==> src/pkg/two_wire_regs.vh <==
// Function
// - four modes: master/slave transmit/receive
// - direction bit high reads, low writes
// - acknowledge low, not-acknowledge high on data
// - each packet is eight bits plus acknowledge
// - bus held while transfer-done flag set, except after a slave-receive stop (0xA0)
// - flag set after byte and acknowledge sampled
// - flag+enable+stop request makes stop condition
// - status code posted with every flag set
// - data write while flag low discarded, collision
// - start sent sets flag, status 0x08
// - address direction selects master transmit/receive
// - stop request bit clears itself after stop
`ifndef TWO_WIRE_REGS_VH
`define TWO_WIRE_REGS_VH
// ==========================================
// status codes, prescaler bits zero
`define C_START 8'h08
`define C_RESTART 8'h10
`define C_TX_ADR_ACK 8'h18
`define C_TX_ADR_NACK 8'h20
`define C_TX_DAT_ACK 8'h28
`define C_TX_DAT_NACK 8'h30
`define C_ARB_LOST 8'h38
`define C_RX_ADR_ACK 8'h40
`define C_RX_ADR_NACK 8'h48
`define C_RX_DAT_ACK 8'h50
`define C_RX_DAT_NACK 8'h58
`define C_SRX_ADR_ACK 8'h60
`define C_SRX_DAT_ACK 8'h80
`define C_SRX_DAT_NACK 8'h88
`define C_SRX_STOP 8'hA0
`define C_STX_ADR_ACK 8'hA8
`define C_STX_DAT_ACK 8'hB8
`define C_STX_DAT_NACK 8'hC0
`define C_IDLE 8'hF8
`define STATUS_MASK 8'hF8
// ==========================================
// timing
`define QUARTER_NS 1250
`define QUARTER_CYC ((`QUARTER_NS + 9) / 10)
`define OWN_ADDR_RESET 7'h00
`endif

==> src/rtl/pin_sync.v <==
`timescale 1ns/1ps
`default_nettype none
// two-stage synchroniser for the bus lines
module pin_sync (
    // clock
    input wire clk_sys,
    input wire rst_n,
    input wire ce,
    // async lines in, clean lines out
    input wire [1:0] async_in,
    output reg [1:0] sync_out
);
    reg [1:0] meta; // first stage, read only by sync_out

    // ==========================================
    // sync stages; lines idle high
    always @(posedge clk_sys) begin
        if (!rst_n) begin
            meta <= 2'h3;
            sync_out <= 2'h3;
        end else if (ce) begin
            meta <= async_in;
            sync_out <= meta;
        end
    end
endmodule
`default_nettype wire

==> src/rtl/two_wire_transfer_sequencer.v <==
`timescale 1ns/1ps
`default_nettype none
`include "two_wire_regs.vh"
// byte sequencer of the two-wire port, master and slave
module two_wire_transfer_sequencer #(
    parameter QUARTER = `QUARTER_CYC
) (
    // clock and reset
    input wire clk_sys,
    input wire rst_n,
    input wire ce,
    // control writes: strobe with bits
    input wire ctrl_wr,
    input wire ctrl_done_wr,
    input wire ctrl_start,
    input wire ctrl_stop,
    input wire ctrl_ack_en,
    input wire ctrl_enable,
    // data register write
    input wire data_wr,
    input wire [7:0] data_wdata,
    // own slave address
    input wire [6:0] own_addr,
    // software view
    output reg done_flag,
    output reg write_collision_flag,
    output reg stop_req,
    output reg [7:0] status_register,
    output reg [7:0] data_register,
    output reg master_transmit_mode,
    output reg master_receive_mode,
    output reg slave_transmit_mode,
    output reg slave_receive_mode,
    // bus pins, output enable pulls low
    input wire scl_in,
    output reg scl_oe,
    input wire sda_in,
    output reg sda_oe
);
    // states, one hot
    localparam S_IDLE = 7'h01;
    localparam S_START = 7'h02;
    localparam S_BIT = 7'h04;
    localparam S_WAIT = 7'h08;
    localparam S_STOP = 7'h10;
    localparam S_SLAVE = 7'h20;
    localparam S_SWAIT = 7'h40;

    wire [1:0] lines; // synchronised scl, sda
    reg [6:0] state;
    reg [15:0] tick; // quarter-bit timer
    reg [1:0] phase; // quarter of bit
    reg [3:0] bitn; // 0..7 data, 8 acknowledge
    reg [7:0] shreg;
    reg addr_phase; // current byte is the address packet
    reg enable;
    reg ack_en;
    reg start_req;
    reg scl_d, sda_d;
    reg ack_bit;

    pin_sync u_sync (
        .clk_sys(clk_sys),
        .rst_n(rst_n),
        .ce(ce),
        .async_in({scl_in, sda_in}),
        .sync_out(lines)
    );

    wire scl_s = lines[1];
    wire sda_s = lines[0];
    wire scl_rise = scl_s & ~scl_d;
    wire scl_fall = ~scl_s & scl_d;
    wire bus_start = scl_s & sda_d & ~sda_s;
    wire bus_stop = scl_s & ~sda_d & sda_s;
    wire tick_end = (tick == QUARTER[15:0] - 16'h1);
    wire master = master_transmit_mode | master_receive_mode;
    wire sending = master_transmit_mode | slave_transmit_mode | (addr_phase & master);

    // post an event: set the flag and load the status code
    task post;
        input [7:0] code;
        begin
            done_flag <= 1'b1;
            status_register <= code;
        end
    endtask

    // ==========================================
    // main sequencer
    always @(posedge clk_sys) begin
        if (!rst_n) begin
            state <= S_IDLE;
            tick <= 16'h0;
            phase <= 2'h0;
            bitn <= 4'h0;
            shreg <= 8'h00;
            addr_phase <= 1'b0;
            enable <= 1'b0;
            ack_en <= 1'b0;
            start_req <= 1'b0;
            stop_req <= 1'b0;
            done_flag <= 1'b0;
            write_collision_flag <= 1'b0;
            status_register <= `C_IDLE;
            data_register <= 8'h00;
            master_transmit_mode <= 1'b0;
            master_receive_mode <= 1'b0;
            slave_transmit_mode <= 1'b0;
            slave_receive_mode <= 1'b0;
            scl_oe <= 1'b0;
            sda_oe <= 1'b0;
            scl_d <= 1'b1;
            sda_d <= 1'b1;
            ack_bit <= 1'b0;
        end else if (ce) begin
            scl_d <= scl_s;
            sda_d <= sda_s;
            // control write; writing one clears the flag
            if (ctrl_wr) begin
                enable <= ctrl_enable;
                ack_en <= ctrl_ack_en;
                start_req <= ctrl_start;
                stop_req <= ctrl_stop;
                if (ctrl_done_wr) begin
                    done_flag <= 1'b0;
                    write_collision_flag <= 1'b0;
                end
            end
            // data write only while flag set; after the clear so a collision wins
            if (data_wr) begin
                if (done_flag) begin
                    data_register <= data_wdata;
                end else begin
                    write_collision_flag <= 1'b1;
                end
            end
            tick <= tick_end ? 16'h0 : tick + 16'h1;
            case (state)
                // idle: wait for a start request or a bus start
                S_IDLE: begin
                    scl_oe <= 1'b0;
                    sda_oe <= 1'b0;
                    if (enable && !done_flag && start_req && scl_s && sda_s) begin
                        state <= S_START;
                        phase <= 2'h0;
                        tick <= 16'h0;
                    end else if (enable && bus_start) begin
                        state <= S_SLAVE;
                        bitn <= 4'h0;
                        addr_phase <= 1'b1;
                    end
                end
                // start or repeated start: sda falls while scl high
                S_START: begin
                    if (tick_end) begin
                        phase <= phase + 2'h1;
                        case (phase)
                            2'h0: begin
                                sda_oe <= 1'b0;
                            end
                            2'h1: begin
                                scl_oe <= 1'b0;
                            end
                            2'h2: begin
                                sda_oe <= 1'b1;
                            end
                            default: begin
                                scl_oe <= 1'b1;
                                start_req <= 1'b0;
                                post(master ? `C_RESTART : `C_START);
                                master_transmit_mode <= 1'b1;
                                addr_phase <= 1'b1;
                                state <= S_WAIT;
                            end
                        endcase
                    end
                end
                // master bit clock: 4 quarters per bit, 9 bits a packet
                S_BIT: begin
                    if (tick_end) begin
                        phase <= phase + 2'h1;
                        case (phase)
                            2'h0: begin
                                if (bitn == 4'h8) begin
                                    // acknowledge slot; receiver drives low
                                    sda_oe <= sending ? 1'b0 : ack_en;
                                end else begin
                                    sda_oe <= sending ? ~shreg[7] : 1'b0;
                                end
                            end
                            2'h1: begin
                                scl_oe <= 1'b0;
                            end
                            2'h2: begin
                                if (bitn == 4'h8) begin
                                    ack_bit <= ~sda_s;
                                end else begin
                                    shreg <= {shreg[6:0], sda_s};
                                end
                            end
                            default: begin
                                scl_oe <= 1'b1;
                                if (bitn == 4'h8) begin
                                    state <= S_WAIT;
                                    if (addr_phase) begin
                                        addr_phase <= 1'b0;
                                        master_receive_mode <= data_register[0];
                                        master_transmit_mode <= ~data_register[0];
                                        if (data_register[0]) begin
                                            post(ack_bit ? `C_RX_ADR_ACK : `C_RX_ADR_NACK);
                                        end else begin
                                            post(ack_bit ? `C_TX_ADR_ACK : `C_TX_ADR_NACK);
                                        end
                                    end else if (master_transmit_mode) begin
                                        post(ack_bit ? `C_TX_DAT_ACK : `C_TX_DAT_NACK);
                                    end else begin
                                        data_register <= shreg;
                                        post(ack_en ? `C_RX_DAT_ACK : `C_RX_DAT_NACK);
                                    end
                                end else begin
                                    bitn <= bitn + 4'h1;
                                end
                            end
                        endcase
                    end
                end
                // hold scl low until software clears the flag
                S_WAIT: begin
                    if (!done_flag && !ctrl_wr) begin
                        phase <= 2'h0;
                        tick <= 16'h0;
                        bitn <= 4'h0;
                        shreg <= data_register;
                        if (!enable) begin
                            state <= S_IDLE;
                        end else if (stop_req) begin
                            state <= S_STOP;
                        end else if (start_req) begin
                            state <= S_START;
                            sda_oe <= 1'b0;
                        end else begin
                            state <= S_BIT;
                        end
                    end
                end
                // stop: sda rises while scl high
                S_STOP: begin
                    if (tick_end) begin
                        phase <= phase + 2'h1;
                        case (phase)
                            2'h0: begin
                                sda_oe <= 1'b1;
                            end
                            2'h1: begin
                                scl_oe <= 1'b0;
                            end
                            2'h2: begin
                                sda_oe <= 1'b0;
                            end
                            default: begin
                                stop_req <= 1'b0;
                                master_transmit_mode <= 1'b0;
                                master_receive_mode <= 1'b0;
                                status_register <= `C_IDLE;
                                state <= S_IDLE;
                            end
                        endcase
                    end
                end
                // slave: shift on scl edges
                S_SLAVE: begin
                    if (bus_stop) begin
                        sda_oe <= 1'b0;
                        state <= S_IDLE;
                        if (slave_receive_mode) begin
                            post(`C_SRX_STOP);
                        end
                        slave_receive_mode <= 1'b0;
                        slave_transmit_mode <= 1'b0;
                    end else if (scl_rise) begin
                        if (bitn == 4'h8) begin
                            ack_bit <= ~sda_s;
                        end else begin
                            shreg <= {shreg[6:0], sda_s};
                        end
                    end else if (scl_fall) begin
                        if (bitn == 4'h7 && addr_phase) begin
                            // address matched and acknowledge enabled
                            sda_oe <= ack_en && shreg[7:1] == own_addr;
                            bitn <= 4'h8;
                        end else if (bitn == 4'h7) begin
                            sda_oe <= slave_receive_mode & ack_en;
                            bitn <= 4'h8;
                        end else if (bitn == 4'h8) begin
                            sda_oe <= 1'b0;
                            bitn <= 4'h0;
                            if (addr_phase) begin
                                addr_phase <= 1'b0;
                                if (sda_oe) begin
                                    slave_transmit_mode <= shreg[0];
                                    slave_receive_mode <= ~shreg[0];
                                    scl_oe <= 1'b1;
                                    state <= S_SWAIT;
                                    post(shreg[0] ? `C_STX_ADR_ACK : `C_SRX_ADR_ACK);
                                end else begin
                                    state <= S_IDLE;
                                end
                            end else begin
                                scl_oe <= 1'b1;
                                state <= S_SWAIT;
                                if (slave_receive_mode) begin
                                    data_register <= shreg;
                                    post(ack_en ? `C_SRX_DAT_ACK : `C_SRX_DAT_NACK);
                                end else begin
                                    post(ack_bit ? `C_STX_DAT_ACK : `C_STX_DAT_NACK);
                                end
                            end
                        end else begin
                            bitn <= bitn + 4'h1;
                            if (slave_transmit_mode) begin
                                sda_oe <= ~shreg[6];
                                shreg <= {shreg[6:0], 1'b0};
                            end
                        end
                    end
                end
                // slave stretches scl until flag cleared
                S_SWAIT: begin
                    if (!done_flag && !ctrl_wr) begin
                        scl_oe <= 1'b0;
                        state <= S_SLAVE;
                        if (slave_transmit_mode) begin
                            shreg <= {data_register[6:0], 1'b0};
                            sda_oe <= ~data_register[7];
                        end
                    end
                end
                default: begin
                    state <= S_IDLE;
                end
            endcase
        end
    end
endmodule
`default_nettype wire

==> config.mk <==
export PLATFORM = sky130hd
export DESIGN_NAME = two_wire_transfer_sequencer
export DESIGN_NICKNAME = d
export VERILOG_FILES = /design/src/rtl/pin_sync.v /design/src/rtl/two_wire_transfer_sequencer.v
export VERILOG_INCLUDE_DIRS = /design/src /design/src/pkg
export SDC_FILE = /design/constraint.sdc
export NUM_CORES = 1
export LEC_CHECK = 0
export ABC_AREA = 1
export BUFFER_PORTS_ARGS = -buffer_cell sky130_fd_sc_hd__buf_2
export CAP_MARGIN = 20
export CORE_MARGIN = 2
export CORE_UTILIZATION = 49
export CTS_CLUSTER_DIAMETER = 80
export DETAILED_ROUTE_END_ITERATION = 8
export PLACE_DENSITY = 0.68
export SETUP_SLACK_MARGIN = 0.2
export SLEW_MARGIN = 20
export SYNTH_ARGS = -nofsm -noshare
export SYNTH_HDL_FRONTEND = slang
export SYNTH_SLANG_ARGS = --single-unit
==> constraint.sdc <==
create_clock -name clk_sys -period 3.7 [get_ports clk_sys]
set_clock_uncertainty 0.2 [all_clocks]
set_input_delay 0.555 -clock clk_sys [delete_from_list [all_inputs] [get_ports clk_sys]]
set_output_delay 0.555 -clock clk_sys [all_outputs]
set_load 0.01 [all_outputs]
==> impl_results.html <==
<table>
<tr><th>Metric</th><th>Value</th></tr>
<tr><th colspan="2">Clock tree</th></tr>
<tr><td>PostCTS Resize Cnt</td><td>0</td></tr>
<tr><td>Sinks on the clock net</td><td>70</td></tr>
<tr><td>Maximum buffer depth of the clock tree</td><td>2</td></tr>
<tr><td>Num CTS Buffers</td><td>9</td></tr>
<tr><td>Clk slew on worst S/H paths</td><td>0.08 ns</td></tr>
<tr><td>H-tree depth reported by CTS</td><td>3</td></tr>
<tr><td>Clock tree from TritonCTS</td><td>yes</td></tr>
<tr><td>Cell at the root of the clock tree</td><td>sky130_fd_sc_hd__clkbuf_8</td></tr>
<tr><td>Source-to-sink clock delay at the later pin of the worst-skew pair</td><td>0.38 ns</td></tr>
<tr><td>Number of buffers added for setup after CTS</td><td>0</td></tr>
<tr><td>CTS Hold Bufs</td><td>0</td></tr>
<tr><th colspan="2">Drt</th></tr>
<tr><td>Average routed wire per standard cell</td><td>15.6 um</td></tr>
<tr><td>Number of vias per cell after detailed routing</td><td>5.49</td></tr>
<tr><td>Post-detailed-route DRC marker count</td><td>0</td></tr>
<tr><td>First drt pass iteration count</td><td>5</td></tr>
<tr><td>Final antenna-violating net count</td><td>0</td></tr>
<tr><td>Number of vias after detailed routing</td><td>5695</td></tr>
<tr><td>Detailed-route wire length</td><td>16.2 mm</td></tr>
<tr><td>Violation count after the first detailed-route iteration</td><td>398</td></tr>
<tr><th colspan="2">Timing</th></tr>
<tr><td>Total setup violations reported at the end of the flow</td><td>0</td></tr>
<tr><td>Final count of hold timing violations</td><td>0</td></tr>
<tr><td>Final max-slew violation count</td><td>0</td></tr>
<tr><td>Upper clock frequency limit</td><td>0.391 GHz</td></tr>
<tr><td>Minimum period implied by the final worst setup slack</td><td>2.55 ns</td></tr>
<tr><td>Worst-case headroom to the max-slew limit</td><td>44.3%</td></tr>
<tr><td>Transition at the pin with the smallest max-transition slack</td><td>0.835 ns</td></tr>
<tr><td>RSZ-0062 raised after global routing</td><td>no</td></tr>
<tr><td>Crit share post-route</td><td>69.1%</td></tr>
<tr><td>Total negative setup slack</td><td>0 ns</td></tr>
<tr><td>Final critical-path setup slack</td><td>1.15 ns</td></tr>
<tr><td>Worst hold slack</td><td>0.189 ns</td></tr>
<tr><th colspan="2">Power and ir drop</th></tr>
<tr><td>IR drop worst, VDD</td><td>0.454 mV</td></tr>
<tr><td>Cell Pwr Density</td><td>588 nW/um2</td></tr>
<tr><td>Leak Pwr</td><td>2.81 nW</td></tr>
<tr><td>Total chip power</td><td>3.42 mW</td></tr>
<tr><th colspan="2">Placed design</th></tr>
<tr><td>Routability cong.</td><td>0.945</td></tr>
<tr><td>HPWL after detailed placement</td><td>12.2 mm</td></tr>
<tr><td>Setup slack after placement</td><td>1.18 ns</td></tr>
<tr><td>IO Port Bufs</td><td>48</td></tr>
<tr><th colspan="2">Logic synthesis</th></tr>
<tr><td>Area share of the leading cell type in the synthesized netlist</td><td>26.7%</td></tr>
<tr><td>Avg Synthesized Cell Area</td><td>6.15 um2</td></tr>
<tr><td>Ys flop type</td><td>sky130_fd_sc_hd__dfxtp_1</td></tr>
<tr><td>Synth async-reset ratio</td><td>0%</td></tr>
<tr><td>Synthesized instance count</td><td>853</td></tr>
<tr><td>Post-synthesis instance area</td><td>5250 um2</td></tr>
<tr><td>Sequential cell area fraction in the yosys report</td><td>26.7%</td></tr>
<tr><td>EDFF count, synth</td><td>0</td></tr>
<tr><td>Flip-flop and latch count after synthesis</td><td>70</td></tr>
<tr><td>Cell type with the largest total area after synthesis</td><td>sky130_fd_sc_hd__dfxtp_1</td></tr>
<tr><td>Post-synth cell types</td><td>45</td></tr>
<tr><td>Top cells by area, synth</td><td>sky130_fd_sc_hd__dfxtp_1 27%, sky130_fd_sc_hd__nand2_1 15%, sky130_fd_sc_hd__nor2_1 11%</td></tr>
<tr><td>Ys Warns</td><td>0</td></tr>
<tr><th colspan="2">Hold path</th></tr>
<tr><td>Class of the worst hold path</td><td>in2reg</td></tr>
<tr><td>Start point of the worst hold path</td><td>scl_in</td></tr>
<tr><td>Hold depth</td><td>3</td></tr>
<tr><td>Hold path endpoint</td><td>u_sync.meta[1]</td></tr>
<tr><th colspan="2">Worst setup path</th></tr>
<tr><td>Maximum fanout count along the critical path</td><td>11</td></tr>
<tr><td>R2R cell count</td><td>11</td></tr>
<tr><td>Worst path required time</td><td>3.78 ns</td></tr>
<tr><td>Flop-to-flop setup slack</td><td>1.15 ns</td></tr>
<tr><td>Kind of start point of the critical path</td><td>flop</td></tr>
<tr><td>Kind of capture point of the worst setup path</td><td>flop</td></tr>
<tr><td>Arrival time of the worst setup path</td><td>2.63 ns</td></tr>
<tr><td>CP Class</td><td>reg2reg</td></tr>
<tr><td>Crit Reg-Reg Startpoint</td><td>tick[1]</td></tr>
<tr><td>Destination of the worst register-to-register timing path</td><td>bitn[0]</td></tr>
<tr><th colspan="2">Floorplanning</th></tr>
<tr><td>Die Outline Area</td><td>11600 um2</td></tr>
<tr><td>Core box area</td><td>10400 um2</td></tr>
<tr><td>Die Width</td><td>107 um</td></tr>
<tr><td>IO Count</td><td>52</td></tr>
<tr><td>Row cnt</td><td>37</td></tr>
<tr><td>Chip Height</td><td>107 um</td></tr>
<tr><td>Initial Util</td><td>50.6%</td></tr>
<tr><th colspan="2">Global route</th></tr>
<tr><td>Pin count of the biggest net entering global routing</td><td>37</td></tr>
<tr><td>Total routing usage reported by global routing</td><td>28.9%</td></tr>
<tr><td>Initial antenna violation count</td><td>0</td></tr>
<tr><td>First-pass GRT wire length</td><td>25.9 mm</td></tr>
<tr><td>Vias in the first global route</td><td>5251</td></tr>
<tr><td>Sum of overflow across all layers after global routing</td><td>0</td></tr>
<tr><th colspan="2">Cells and area</th></tr>
<tr><td>Total number of nets in the final design</td><td>936</td></tr>
<tr><td>Fillcell total</td><td>1062</td></tr>
<tr><td>Antenna fix cells</td><td>0</td></tr>
<tr><td>Layout Utilization</td><td>56.0%</td></tr>
<tr><td>Proportion of layout cells with a drive suffix above 1</td><td>15.0%</td></tr>
<tr><td>Area Growth Syn to Fin</td><td>10.7%</td></tr>
<tr><th colspan="2">Outcome</th></tr>
<tr><td>Run status</td><td>finished clean</td></tr>
<tr><th colspan="2">Flow run</th></tr>
<tr><td>Count of maximum capacitance violations</td><td>0</td></tr>
</table>
==> cells in the mapped netlist, types with 9 or more instances <==
cell	instances
sky130_fd_sc_hd__nand4_1	24
sky130_fd_sc_hd__inv_1	91
sky130_fd_sc_hd__o21ai_0	38
sky130_fd_sc_hd__ha_1	12
sky130_fd_sc_hd__inv_2	10
sky130_fd_sc_hd__nand3_1	80
sky130_fd_sc_hd__nand2_1	212
sky130_fd_sc_hd__xor2_1	12
sky130_fd_sc_hd__nor2_1	149
sky130_fd_sc_hd__a21oi_1	30
sky130_fd_sc_hd__nor3_1	9
sky130_fd_sc_hd__dfxtp_1	70
sky130_fd_sc_hd__nand2_2	12
==> critical path, stage by stage (launching register included) <==
cell	delay, ns
sky130_fd_sc_hd__dfxtp_1	0.32
sky130_fd_sc_hd__inv_1	0.11
sky130_fd_sc_hd__ha_1	0.19
sky130_fd_sc_hd__nand3_1	0.08
sky130_fd_sc_hd__nor3_1	0.13
sky130_fd_sc_hd__nand2_1	0.21
sky130_fd_sc_hd__nand2_1	0.38
sky130_fd_sc_hd__nand2_1	0.21
sky130_fd_sc_hd__nor2_2	0.26
sky130_fd_sc_hd__nand2_2	0.13
sky130_fd_sc_hd__o21ai_0	0.17
sky130_fd_sc_hd__nor2_1	0.06
==> power by group <==
| group | internal (mW) | total, mW | switching [mW] |
|---|---|---|---|
| clock | 0.416 | 0.741 | 0.325 |
| sequential | 0.876 | 1.02 | 0.141 |
| combinational | 0.522 | 1.66 | 1.14 |
| total | 1.81 | 3.42 | 1.60 |
==> cells by family after synthesis <==
family | after synthesis | synth area share [%]
xor gates and xnor gates | 15 | 2.50
DFF | 70 | 26.7
and+or+nand+nor | 527 | 46.5
AOI/OAI and AO/OA | 94 | 9.87
muxes | 7 | 1.50
adders and majority gates | 12 | 2.86
buffers and inverters | 127 | 10.0
other | 1 | 0.0715
==> how the worst max path moves through the flow <==
stage,start,to,cells after the start
final,tick[1],bitn[0],11
after global routing,tick[1],bitn[0],11
after CTS,tick[1],bitn[1],11
after detailed placement,tick[1],bitn[1],11
after global placement,tick[1],bitn[1],11
after floorplan,ctrl_wr,tick[10],10
==> final cells by class <==
| type | count | area [um2] | share of cell area (%) |
|---|---|---|---|
| tap | 136 | 170 | 2.93 |
| inverter | 104 | 393 | 6.76 |
| timing repair buffer | 54 | 285 | 4.91 |
| sequential | 70 | 1400 | 24.1 |
| clock inverter | 5 | 81.3 | 1.40 |
| multi-input combinational | 658 | 3330 | 57.3 |
| clock buffer | 11 | 151 | 2.61 |
==> layout by cell type (no fill, tap or decap), drive strengths merged, types with 4 or more instances in the layout <==
| cell type | n |
|---|---|
| a21oi | 30 |
| buf | 54 |
| clkbuf | 11 |
| clkinv | 4 |
| dfxtp | 70 |
| ha | 12 |
| inv | 102 |
| mux2 | 7 |
| nand2 | 231 |
| nand3 | 88 |
| nand3b | 5 |
| nand4 | 25 |
| nor2 | 165 |
| nor3 | 9 |
| o211ai | 8 |
| o21ai | 47 |
| xor2 | 12 |
==> per-layer routing <==
metal  wire length [um]  part of all wire [%]  track usage [%]
met5                  0                     0                0
met4                519                   3.2             14.9
met3                979                   6.1             4.60
met2               7540                    47             47.2
met1               7120                    44             36.6
==> stage by stage <==
stage          instance area (um2)  std cells
3_5_place_dp                  5580       1022
3_3_place_gp                  5580       1022
4_1_cts                       5810       1038
5_1_grt                       5810       1038
2_1_floorplan                 5260        855
6_report                      5810       1038
==> flip-flops by register name, summed over array words and instances, names as in the netlist, 2 cells and up <==
name	count
state	7
bitn	4
phase	2
data_register	8
shreg	8
status_register	5
u_sync.sync_out	2
tick	16
u_sync.meta	2
(Power assumes the default switching activity.)
